$ cat src/spc_map.svh
// Register map, field positions, reset values and timing counts
`ifndef SPC_MAP_SVH
`define SPC_MAP_SVH

// ----------------------------------------------------------------------
// Offsets
// ----------------------------------------------------------------------
`define SPC_OFF_CTRL 8'h00
`define SPC_OFF_LINE 8'h04
`define SPC_OFF_MASK 8'h08
`define SPC_OFF_STAT 8'h0c

// ----------------------------------------------------------------------
// Field positions
// ----------------------------------------------------------------------
`define SPC_CTRL_IGNORE_BIT 0
`define SPC_CTRL_RESTORE_BIT 1
`define SPC_LINE_BAUD_LSB 0
`define SPC_LINE_BAUD_MSB 2
`define SPC_LINE_PAR_LSB 4
`define SPC_LINE_PAR_MSB 5
`define SPC_LINE_DATA8_BIT 8
`define SPC_LINE_STOP2_BIT 12
`define SPC_STAT_WORD_MSB 15
`define SPC_STAT_ERR_BIT 15
`define SPC_STAT_CMPL_BIT 8
`define SPC_STAT_SCODE_LSB 16
`define SPC_STAT_SCODE_MSB 18
`define SPC_STAT_BCODE_LSB 24
`define SPC_STAT_BCODE_MSB 28
`define SPC_MASK_FULL_BIT 1
`define SPC_MASK_BERR_BIT 2
`define SPC_MASK_SERIAL_SIDE_ERROR_COND_BIT 3
`define SPC_MASK_NEMPTY_BIT 4
`define SPC_MASK_EOS_BIT 5

// ----------------------------------------------------------------------
// Reset values
// ----------------------------------------------------------------------
`define SPC_RST_IGNORE 1'b1
`define SPC_RST_BAUD 3'h5
`define SPC_RST_DATA8 1'b1
`define SPC_RST_STOP2 1'b0
`define SPC_RST_MASK 8'h00

// ----------------------------------------------------------------------
// Baud timing
// ----------------------------------------------------------------------
`define SPC_CLK_HZ 250000000
`define SPC_BAUD_300 300
`define SPC_BAUD_600 600
`define SPC_BAUD_1200 1200
`define SPC_BAUD_2400 2400
`define SPC_BAUD_4800 4800
`define SPC_BAUD_9600 9600
`define SPC_BAUD_19200 19200
`define SPC_BAUD_38400 38400
`define SPC_DIV_W 20

`endif

$ cat src/spc_pkg.sv
// Types shared by the serial port configuration block
`default_nettype none
package spc_pkg;

	// Parity selection as written to the line register
	typedef enum logic [1:0] {
		SPC_PAR_NONE = 2'h0,
		SPC_PAR_EVEN = 2'h1,
		SPC_PAR_ODD = 2'h2
	} spc_parity_e;

	// Serial fault code as reported in status
	typedef enum logic [2:0] {
		no_serial_fault_code = 3'h0,
		parity_fault_code = 3'h1,
		overrun_fault_code = 3'h2,
		buffer_overflow_code = 3'h3,
		framing_fault_code = 3'h4
	} spc_fault_e;

	typedef logic [4:0] spc_bus_code_t;

endpackage
`default_nettype wire

$ cat src/spc_serial_cfg.sv
// Serial line configuration, error filtering and service request logic
//
// The APB register port and the register addresses were left to the implementer.
`include "spc_map.svh"
`default_nettype none
module spc_serial_cfg
	import spc_pkg::*;
(
	input wire logic core_clk,
	input wire logic reset,
	input wire logic psel,
	input wire logic penable,
	input wire logic pwrite,
	input wire logic [7:0] paddr,
	input wire logic [31:0] pwdata,
	output logic [31:0] prdata,
	output logic pready,
	output logic pslverr,
	input wire logic rx_valid,
	input wire logic [7:0] rx_data,
	input wire logic rx_parity_err,
	input wire logic rx_overrun_err,
	input wire logic rx_framing_err,
	input wire logic rx_buf_full,
	input wire logic rx_buf_nonempty,
	input wire logic eos_seen,
	input wire logic talk_addressed,
	input wire logic bus_err_valid,
	input wire logic [4:0] bus_err_code,
	input wire logic op_complete,
	output logic buf_wr_valid,
	output logic [7:0] buf_wr_data,
	output logic [`SPC_DIV_W-1:0] baud_div,
	output logic [1:0] parity_mode,
	output logic data_bits_eight,
	output logic two_stop_bits,
	output logic srq
);

	// ------------------------------------------------------------------
	// Storage
	// ------------------------------------------------------------------
	logic ignore_reg;
	logic ignore_next;
	logic [2:0] baud_reg;
	logic [2:0] baud_next;
	spc_parity_e parity_reg;
	spc_parity_e parity_next;
	logic data8_reg;
	logic data8_next;
	logic stop2_reg;
	logic stop2_next;
	logic [7:0] mask_reg;
	logic [7:0] mask_next;
	spc_fault_e scode_reg;
	spc_fault_e scode_next;
	spc_bus_code_t bcode_reg;
	spc_bus_code_t bcode_next;
	logic [31:0] prdata_reg;
	logic [31:0] prdata_next;
	logic wr_valid_reg;
	logic [7:0] wr_data_reg;
	logic [`SPC_DIV_W-1:0] div_reg;
	logic [`SPC_DIV_W-1:0] div_next;
	logic srq_reg;

	// ------------------------------------------------------------------
	// Bus decode
	// ------------------------------------------------------------------
	wire logic sel_ctrl = (paddr == `SPC_OFF_CTRL);
	wire logic sel_line = (paddr == `SPC_OFF_LINE);
	wire logic sel_mask = (paddr == `SPC_OFF_MASK);
	wire logic sel_stat = (paddr == `SPC_OFF_STAT);
	wire logic mapped = sel_ctrl | sel_line | sel_mask | sel_stat;
	wire logic access = psel & penable;
	wire logic wr_ok = access & pwrite & mapped;
	wire logic rd_setup = psel & ~penable & ~pwrite;
	// Status read in the access phase counts as a report
	wire logic stat_reported = access & ~pwrite & sel_stat;
	wire logic restore = wr_ok & sel_ctrl & pwdata[`SPC_CTRL_RESTORE_BIT];

	// ------------------------------------------------------------------
	// Settings
	// ------------------------------------------------------------------
	wire logic [1:0] wr_par = pwdata[`SPC_LINE_PAR_MSB:`SPC_LINE_PAR_LSB];
	// Unused parity code keeps the previous choice
	wire logic par_legal = (wr_par != 2'h3);

	always_comb begin
		ignore_next = ignore_reg;
		baud_next = baud_reg;
		parity_next = parity_reg;
		data8_next = data8_reg;
		stop2_next = stop2_reg;
		mask_next = mask_reg;
		if (restore) begin
			ignore_next = `SPC_RST_IGNORE;
			baud_next = `SPC_RST_BAUD;
			parity_next = SPC_PAR_NONE;
			data8_next = `SPC_RST_DATA8;
			stop2_next = `SPC_RST_STOP2;
			mask_next = `SPC_RST_MASK;
		end else if (wr_ok) begin
			if (sel_ctrl) begin
				ignore_next = pwdata[`SPC_CTRL_IGNORE_BIT];
			end
			if (sel_line) begin
				baud_next = pwdata[`SPC_LINE_BAUD_MSB:`SPC_LINE_BAUD_LSB];
				if (par_legal) begin
					parity_next = spc_parity_e'(wr_par);
				end
				data8_next = pwdata[`SPC_LINE_DATA8_BIT];
				stop2_next = pwdata[`SPC_LINE_STOP2_BIT];
			end
			if (sel_mask) begin
				mask_next = pwdata[7:0];
			end
		end
	end

	// ------------------------------------------------------------------
	// Baud divisor
	// ------------------------------------------------------------------
	always_comb begin
		div_next = `SPC_DIV_W'(`SPC_CLK_HZ / `SPC_BAUD_9600);
		case (baud_next)
			3'h0: div_next = `SPC_DIV_W'(`SPC_CLK_HZ / `SPC_BAUD_300);
			3'h1: div_next = `SPC_DIV_W'(`SPC_CLK_HZ / `SPC_BAUD_600);
			3'h2: div_next = `SPC_DIV_W'(`SPC_CLK_HZ / `SPC_BAUD_1200);
			3'h3: div_next = `SPC_DIV_W'(`SPC_CLK_HZ / `SPC_BAUD_2400);
			3'h4: div_next = `SPC_DIV_W'(`SPC_CLK_HZ / `SPC_BAUD_4800);
			3'h5: div_next = `SPC_DIV_W'(`SPC_CLK_HZ / `SPC_BAUD_9600);
			3'h6: div_next = `SPC_DIV_W'(`SPC_CLK_HZ / `SPC_BAUD_19200);
			default: div_next = `SPC_DIV_W'(`SPC_CLK_HZ / `SPC_BAUD_38400);
		endcase
	end

	// ------------------------------------------------------------------
	// Receive error filter
	// ------------------------------------------------------------------
	// Overflow: a byte arrives while the buffer has no room
	wire logic rx_overflow = rx_valid & rx_buf_full;
	wire logic rx_err = rx_valid & (rx_parity_err | rx_overrun_err |
		rx_framing_err | rx_buf_full);
	// One code per byte; parity first, framing last
	wire spc_fault_e rx_code = rx_parity_err ? parity_fault_code :
		rx_overrun_err ? overrun_fault_code :
		rx_overflow ? buffer_overflow_code :
		rx_framing_err ? framing_fault_code :
		no_serial_fault_code;
	wire logic rx_store = rx_valid & (ignore_reg | ~rx_err);
	wire logic serial_side_error_cond_set = rx_err & ~ignore_reg;

	// A new error beats a clear in the same cycle
	always_comb begin
		scode_next = scode_reg;
		bcode_next = bcode_reg;
		if (serial_side_error_cond_set) begin
			scode_next = rx_code;
		end else if (stat_reported) begin
			scode_next = no_serial_fault_code;
		end
		if (bus_err_valid) begin
			bcode_next = bus_err_code;
		end else if (stat_reported) begin
			bcode_next = '0;
		end
	end

	// ------------------------------------------------------------------
	// Status and service request
	// ------------------------------------------------------------------
	wire logic serial_side_error_cond_cond = (scode_reg != no_serial_fault_code);
	wire logic berr_cond = (bcode_reg != '0);
	wire logic [15:0] stat_word = {serial_side_error_cond_cond | berr_cond, 6'h00,
		op_complete, 8'h00};
	wire logic not_talk = ~talk_addressed;
	wire logic [7:0] req_cond = {2'b00,
		eos_seen & not_talk,
		rx_buf_nonempty & not_talk,
		serial_side_error_cond_cond,
		berr_cond,
		rx_buf_full & not_talk,
		1'b0};
	// Zero mask gives no request at all
	wire logic srq_next = |(mask_reg & req_cond);

	// ------------------------------------------------------------------
	// Read data
	// ------------------------------------------------------------------
	wire logic [31:0] rd_ctrl = {31'h0, ignore_reg};
	wire logic [31:0] rd_line = {19'h0, stop2_reg, 3'h0, data8_reg, 2'h0,
		parity_reg, 1'b0, baud_reg};
	wire logic [31:0] rd_mask = {24'h0, mask_reg};
	wire logic [31:0] rd_stat = {3'h0, bcode_reg, 5'h00, scode_reg,
		stat_word};
	wire logic [31:0] rd_mux = sel_ctrl ? rd_ctrl : sel_line ? rd_line :
		sel_mask ? rd_mask : sel_stat ? rd_stat : 32'h0;

	always_comb begin
		prdata_next = prdata_reg;
		if (rd_setup) begin
			prdata_next = rd_mux;
		end
	end

	// ------------------------------------------------------------------
	// Registers
	// ------------------------------------------------------------------
	always_ff @(posedge core_clk) begin
		if (reset) begin
			ignore_reg <= `SPC_RST_IGNORE;
			baud_reg <= `SPC_RST_BAUD;
			parity_reg <= SPC_PAR_NONE;
			data8_reg <= `SPC_RST_DATA8;
			stop2_reg <= `SPC_RST_STOP2;
			mask_reg <= `SPC_RST_MASK;
			div_reg <= `SPC_DIV_W'(`SPC_CLK_HZ / `SPC_BAUD_9600);
		end else begin
			ignore_reg <= ignore_next;
			baud_reg <= baud_next;
			parity_reg <= parity_next;
			data8_reg <= data8_next;
			stop2_reg <= stop2_next;
			mask_reg <= mask_next;
			div_reg <= div_next;
		end
	end

	always_ff @(posedge core_clk) begin
		if (reset) begin
			scode_reg <= no_serial_fault_code;
			bcode_reg <= '0;
			srq_reg <= 1'b0;
			prdata_reg <= 32'h0;
			wr_valid_reg <= 1'b0;
			wr_data_reg <= 8'h00;
		end else begin
			scode_reg <= scode_next;
			bcode_reg <= bcode_next;
			srq_reg <= srq_next;
			prdata_reg <= prdata_next;
			wr_valid_reg <= rx_store;
			wr_data_reg <= rx_valid ? rx_data : wr_data_reg;
		end
	end

	// ------------------------------------------------------------------
	// Outputs
	// ------------------------------------------------------------------
	assign prdata = prdata_reg;
	assign pready = 1'b1;
	assign pslverr = access & ~mapped;
	assign buf_wr_valid = wr_valid_reg;
	assign buf_wr_data = wr_data_reg;
	assign baud_div = div_reg;
	assign parity_mode = parity_reg;
	assign data_bits_eight = data8_reg;
	assign two_stop_bits = stop2_reg;
	assign srq = srq_reg;

endmodule
`default_nettype wire

$ cat config.mk
export PLATFORM = sky130hd
export DESIGN_NAME = spc_serial_cfg
export DESIGN_NICKNAME = d
export VERILOG_FILES = /design/src/spc_pkg.sv /design/src/spc_serial_cfg.sv
export VERILOG_INCLUDE_DIRS = /design/src /design/src/src
export SDC_FILE = /design/constraint.sdc
export NUM_CORES = 1
export LEC_CHECK = 0
export BUFFER_PORTS_ARGS = -buffer_cell sky130_fd_sc_hd__buf_4
export CAP_MARGIN = 0
export CORE_MARGIN = 2
export CORE_UTILIZATION = 25
export CTS_CLUSTER_DIAMETER = 60
export DETAILED_ROUTE_END_ITERATION = 10
export PLACE_DENSITY = 0.5
export SYNTH_ARGS = -nofsm -noshare
export SYNTH_HDL_FRONTEND = slang
export SYNTH_SLANG_ARGS = --single-unit
$ cat constraint.sdc
create_clock -name core_clk -period 2.25 [get_ports core_clk]
set_clock_uncertainty 0.05 [all_clocks]
set_input_delay 0.1125 -clock core_clk [delete_from_list [all_inputs] [get_ports core_clk]]
set_output_delay 0.1125 -clock core_clk [all_outputs]
set_load 0.1 [all_outputs]
==> impl_metrics.py, run 1 <==
metrics = {
    "sta": {
        "rsz0062_at_grt": "false",
        "fin_tns_setup_ns": 0,
        "setup_violations": 0,
        "timing_worst_slew_pin_value_ns": 0.5039,
        "period_needed_ns": 1.637,
        "layout_worst_path_cycle_share_pct": 72.74,
        "crit_path_setup_slack_layout_ns": 0.6133,
        "fmax_mhz": 611.0,
        "final_max_slew_viol_count": 0,
        "fin_hold_ws_ns": 0.02226,
        "final_hold_viol_count": 0,
        "worst_slew_margin_rel_pct": 65.97,
    },
    "logic_synthesis": {
        "post-synth-top-area-cell": "dfxtp_1",
        "synth_top_cells_by_area": "dfxtp_1 46%, mux2i_1 7.6%, nor2_1 5.5%, a22oi_1 5.3%, buf_4 3.3%",
        "synth.yosys.seq_area_share_pct": 46.50,
        "synthesis.area_mm2": 0.003143,
        "yosys.area.top_type_share_pct": 46.50,
        "synthesis.yosys.warnings": 0,
        "ys_ff_latch": 73,
        "synth_ff_type": "dfxtp_1",
        "asyncSetResetFlopFracSynth_pct": 0,
        "count_of_flip_flops_with_a_built_in_enable_after_synthesis": 0,
        "synth_common_cells": "73 x dfxtp_1, 46 x nor2_1, 28 x nand2_1",
        "syn-mean-instance-area_um2": 9.326,
        "yosys.cell_count.top_type": "dfxtp_1",
        "post_synth_num_cell_types": 49,
        "postSynthCellCount": 337,
    },
    "routing": {
        "ant_nets": 0,
        "drt_drc_violations_left": 0,
        "via_per_inst": 4.418,
        "wirelength_um": 8822,
        "drt_pre_antenna_iters": 4,
        "detailroute.via_count": 2792,
        "detail_route.wl_per_cell_um": 13.96,
        "iter_0_drt_violations": 153,
    },
    "power": {
        "power_density_mw_per_mm2": 732.1,
        "totalPowerFinal_mw": 3.366,
        "maximum_vdd_ir_drop_v": 0.0003740,
        "power.leakage_nw": 2.048,
    },
    "clock_network": {
        "numCtsBuffers": 9,
        "cts_num_sinks": 73,
        "tritoncts_clock_tree": "yes",
        "worstSkewPairLatency_ns": 0.33,
        "htree_num_levels": 3,
        "clk_transition_reported_paths_ns": 0.06,
        "max-clock-path-buffers": 2,
        "clk_root_buffer_cell": "clkbuf_16",
        "post_cts.repair.setup_buffers": 0,
    },
    "floorplan": {
        "pin_count": 136,
        "rows": 40,
        "die-area_mm2": 0.01349,
        "initial_utilization_pct": 25.84,
        "core-area_mm2": 0.01216,
        "die-height_um": 116.1,
        "die_width_um": 116.1,
    },
    "worst_setup_path": {
        "crit_path_start_kind": "primary input",
        "cp_slowest_cell": "fa_1",
        "worstPathBufferInverterCount": 1,
        "worstSetupPathType": "primary input to flip-flop",
        "crit_path_cell_trace": "buf_4 > nor4_4 > nand4_2 > mux2_2 > nand2_1 > fa_1 > nor2_1",
        "timing.critical_path.required_ns": 2.40,
        "worstSetupEndpointType": "flip-flop",
        "critical_path.max_stage_delay_ns": 0.55,
        "critical_path_arrival_ns": 1.79,
        "cpLargestDelayFamily": "simple AND/OR/NAND/NOR gates",
        "critical_path_peak_fanout": 4,
    },
    "status": {
        "outcome": "finished, final reports clean",
    },
    "global_route": {
        "grt_max_degree": 42,
        "wire_length_of_the_first_global_routing_pass_um": 13760,
        "globalRouteOverflowTotal": 0,
        "grt_antenna_before_repair": 0,
        "globalRouteTotalUtil_pct": 13.46,
        "vias_in_the_first_global_route": 2723,
    },
    "cells_and_area": {
        "finalInstanceArea_mm2": 0.004597,
        "area_growth_pct": 46.26,
        "multi_input_area_mm2": 0.001525,
        "n_antenna_cell": 0,
        "sequential_cell_area_mm2": 0.001461,
        "fill_cell_total_of_the_finished_layout": 1245,
        "largest_register_ff_count": 20,
        "finalNetCount": 528,
        "post_route_cells_drive_above_1_share_pct": 30.82,
    },
    "place": {
        "port_buffers": 99,
        "globalplace.congestion": 0.8451,
        "dpl_worst_slack_ns": 0.2738,
        "dpl_cell_area_mm2": 0.004053,
        "dpl.hpwl_um": 6518,
    },
    "worst_hold_path": {
        "hp-class": "primary input to flip-flop",
    },
    "run": {
        "max_cap_violations": 0,
    },
}
-- per-stage QoR --
step / util, % / std cells
global route: 37.80 / 632
detailed placement: 33.32 / 596
global placement: 33.32 / 596
floorplan: - / 349
finish: 37.80 / 632
CTS: 37.80 / 632
-- per-layer routing --
layer	vias to the layer above	global-route usage (%)	part of all wire, %
li1	1401	-	-
met1	1290	16.63	44
met2	91	22.34	49
met3	10	3.892	6.2
met4	0	5.000	1.5
met5	-	0	0
-- cell usage in the layout, fill, tap and decap left out, types with 4 or more instances in the layout --
cell / instances
o211ai_1: 4
a22oi_1: 22
buf_4: 113
mux2i_1: 24
mux2_2: 4
conb_1: 14
clkbuf_16: 9
or3_1: 4
nand3_1: 11
nor2b_1: 6
nor3_1: 6
nand2_1: 28
a21oi_1: 16
and4_1: 4
dfxtp_1: 73
dlygate4sd3_1: 20
nor2_1: 46
nand2b_1: 9
-- report_power, final --
part,switching [mW],leakage (nW),internal [mW]
combinational,0.285,1.29,0.127
clock,0.554,0.162,1.08
sequential,0.00928,0.591,1.31
total,0.849,2.05,2.52
-- logic make-up after synthesis --
logic type | count (synthesis) | synth area share (%)
adders and majority gates | 1 | 0.6370
buffers and inverters | 36 | 6.409
AOI/OAI and AO/OA | 57 | 12.46
other | 2 | 0.2389
DFF | 73 | 46.50
xor gates and xnor gates | 5 | 1.394
and+or+nand+nor | 134 | 22.81
muxes | 29 | 9.554
-- layout make-up --
class	count	share of cell area, %
clock buffers	9	4.899
clock inverters	7	2.586
inverters	2	0.1633
multi-input cells	240	33.18
flip-flops and latches	73	31.79
well taps	168	4.573
repair buffers	133	22.81
-- final timing paths --
check	start	to	slack, ns	depth (start not counted)
setup / recovery	paddr[5]	baud_div[11]$_SDFF_PP0_	0.61	7
hold reg to reg	prdata[8]$_SDFFE_PP0P_	prdata[8]$_SDFFE_PP0P_	0.40	2
hold / removal	rx_framing_err	scode_reg[2]$_SDFFE_PP0P_	0.02	3
setup reg to reg	baud_reg[1]$_SDFF_PP0_	baud_div[11]$_SDFF_PP0_	0.68	4
-- worst reg2reg max path: stages (launching register included) --
cell and delay, ns:
dfxtp_1 0.48, mux2_2 0.23, nand2_1 0.08, fa_1 0.55
nor2_1 0.05
-- repair_timing --
action                                  CTS  global route
endpoints found under the setup margin    0             0
hold endpoints to repair                 20             0
hold buffers                             20             0
gates resized for setup                   0             0
(Power assumes the default switching activity.)
==> inputs of run 2 (changes only) <==
==> constraint.sdc (replaced) <==
create_clock -name core_clk -period 1.55 [get_ports core_clk]
set_clock_uncertainty 0.05 [all_clocks]
set_input_delay 0.0775 -clock core_clk [delete_from_list [all_inputs] [get_ports core_clk]]
set_output_delay 0.0775 -clock core_clk [all_outputs]
set_load 0.1 [all_outputs]
==> run 2 against run 1 <==
  * Cell count increased by 4.6%
  * Critical path depth decreased by 1
  * Via count increased by 5.7%
  * Die area unchanged
  * Critical path type unchanged
  * Critical endpoint is now baud_div[0]$_SDFF_PP1_
  * Largest power group unchanged
==> impl_metrics.py, run 2 (synthesized netlist as in run 1, its figures left out) <==
metrics = {
    "routing": {
        "drt_drc_violations_left": 0,
        "ant_nets": 0,
        "wirelength_um": 9537,
        "detail_route.wl_per_cell_um": 14.43,
        "drt_pre_antenna_iters": 4,
        "via_per_inst": 4.463,
        "detailroute.via_count": 2950,
        "iter_0_drt_violations": 192,
    },
    "sta": {
        "setup_violations": 0,
        "layout_worst_path_cycle_share_pct": 96.43,
        "fin_hold_ws_ns": 0.02935,
        "crit_path_setup_slack_layout_ns": 0.05537,
        "fmax_mhz": 669.1,
        "final_hold_viol_count": 0,
        "worst_slew_margin_rel_pct": 61.06,
        "period_needed_ns": 1.495,
        "fin_tns_setup_ns": 0,
        "rsz0062_at_grt": "false",
        "timing_worst_slew_pin_value_ns": 0.5841,
        "final_max_slew_viol_count": 0,
    },
    "cells_and_area": {
        "stdcell_count": 661,
        "utilization_pct": 40.09,
        "layout.cells.most_common": "buf_4",
        "area_growth_pct": 55.14,
        "finalNetCount": 557,
        "largest_register_ff_count": 20,
        "fill_cell_total_of_the_finished_layout": 1230,
        "most-common-layout-cells": "135 x buf_4, 73 x dfxtp_1, 46 x nor2_1, 24 x nand2_1, 23 x dlygate4sd3_1",
        "post_route_cells_drive_above_1_share_pct": 36.51,
        "finalInstanceArea_mm2": 0.004876,
        "n_antenna_cell": 0,
    },
    "place": {
        "port_buffers": 99,
        "dpl_worst_slack_ns": -0.3601,
        "globalplace.congestion": 0.8499,
        "dpl.hpwl_um": 7013,
        "dpl_cell_area_mm2": 0.004242,
        "cell_count_post_placement": 618,
    },
    "floorplan": {
        "pin_count": 136,
        "die_width_um": 116.1,
        "core-area_mm2": 0.01216,
        "die-height_um": 116.1,
        "die-area_mm2": 0.01349,
        "rows": 40,
        "initial_utilization_pct": 25.84,
    },
    "worst_setup_path": {
        "crit-reg2reg-capture": "prdata[15]$_SDFFE_PP0P_",
        "worstSetupPathType": "primary input to flip-flop",
        "critical_path.max_stage_delay_ns": 0.37,
        "cpLargestDelayFamily": "simple AND/OR/NAND/NOR gates",
        "r2r_start": "bcode_reg[0]$_SDFFE_PP0P_",
        "rr_worst_depth": 4,
        "timing.critical_path.required_ns": 1.72,
        "worstSetupEndpointType": "flip-flop",
        "worstPathBufferInverterCount": 2,
        "critical_path_peak_fanout": 6,
        "crit_path_cell_trace": "buf_4 > nor4_4 > buf_4 > and4_4 > mux2_4 > or3_1",
        "rrSetupSlack_ns": 0.14,
        "critical_path_arrival_ns": 1.66,
        "critical-path-top-cell-by-count": "buf_4",
        "crit_path_start_kind": "primary input",
        "cp_slowest_cell": "nor4_4",
    },
    "clock_network": {
        "tritoncts_clock_tree": "yes",
        "clk_root_buffer_cell": "clkbuf_16",
        "htree_num_levels": 3,
        "numCtsBuffers": 9,
        "max-clock-path-buffers": 2,
        "clk_transition_reported_paths_ns": 0.05,
        "cts_num_sinks": 73,
        "worstSkewPairLatency_ns": 0.34,
    },
    "global_route": {
        "vias_in_the_first_global_route": 2896,
        "globalRouteTotalUtil_pct": 14.48,
        "grt_max_degree": 22,
        "wire_length_of_the_first_global_routing_pass_um": 14880,
        "grt_antenna_before_repair": 0,
        "globalRouteOverflowTotal": 0,
    },
    "status": {
        "outcome": "finished, final reports clean",
    },
    "power": {
        "power.leakage_nw": 2.198,
        "power_density_mw_per_mm2": 943.0,
        "totalPowerFinal_mw": 4.598,
        "maximum_vdd_ir_drop_v": 0.0004608,
    },
    "worst_hold_path": {
        "hp-start": "rx_parity_err",
        "hold_path_depth": 3,
        "hold_crit_endpoint": "scode_reg[0]$_SDFFE_PP0P_",
        "hp-class": "primary input to flip-flop",
    },
    "run": {
        "max_cap_violations": 0,
    },
}
## run 2: final cells by class
type                            count  area, µm²  share of cell area, %
Inverter                            2      7.507                 0.1540
Sequential cell                    73       1461                  29.97
Timing Repair Buffer              162       1308                  26.82
Multi-Input combinational cell    240       1595                  32.72
Clock inverter                      2      10.01                 0.2053
Clock buffer                       14      284.0                  5.825
Tap cell                          168      210.2                  4.311
## run 2: worst max path at each step
| stage | slack [ns] | cells past startpoint | to | from |
|---|---|---|---|---|
| 2_1_floorplan | -0.22 | 7 | baud_div[11]$_SDFF_PP0_ | paddr[6] |
| 3_3_place_gp | -0.36 | 7 | baud_div[11]$_SDFF_PP0_ | paddr[6] |
| 3_5_place_dp | -0.36 | 7 | baud_div[11]$_SDFF_PP0_ | paddr[6] |
| 4_1_cts | 0.005 | 7 | baud_div[11]$_SDFF_PP0_ | paddr[5] |
| 5_1_grt | 0.003 | 7 | baud_div[11]$_SDFF_PP0_ | paddr[6] |
| 6_report | 0.06 | 6 | baud_div[0]$_SDFF_PP1_ | paddr[6] |
## run 2: layer usage
layer / part of all wire, % / routed length (µm) / global-route usage (%) / vias up
met1: 46 / 4381 / 19.11 / 1380
li1: - / - / - / 1465
met2: 46 / 4364 / 21.83 / 86
met4: 3.6 / 344 / 9.365 / 0
met5: 0 / 0 / 0 / -
met3: 4.7 / 447 / 2.595 / 19
## run 2: what timing repair did
action	4_1_cts	5_1_grt
gates resized for setup	1	20
buffers inserted	0	3
endpoints found under the hold margin	22	0
setup endpoints to repair	1	9
pin swaps	2	6
hold buffers	24	0
## run 2: tightest hold or removal path: stages
cell and delay, ns:
buf_4 0.10, o21bai_1 0.07, a21oi_1 0.13
## run 2: report_power, final
group          switching [mW]  total, mW  internal [mW]
combinational           0.434      0.654          0.220
clock                   0.778       2.03           1.25
sequential             0.0135       1.91           1.90
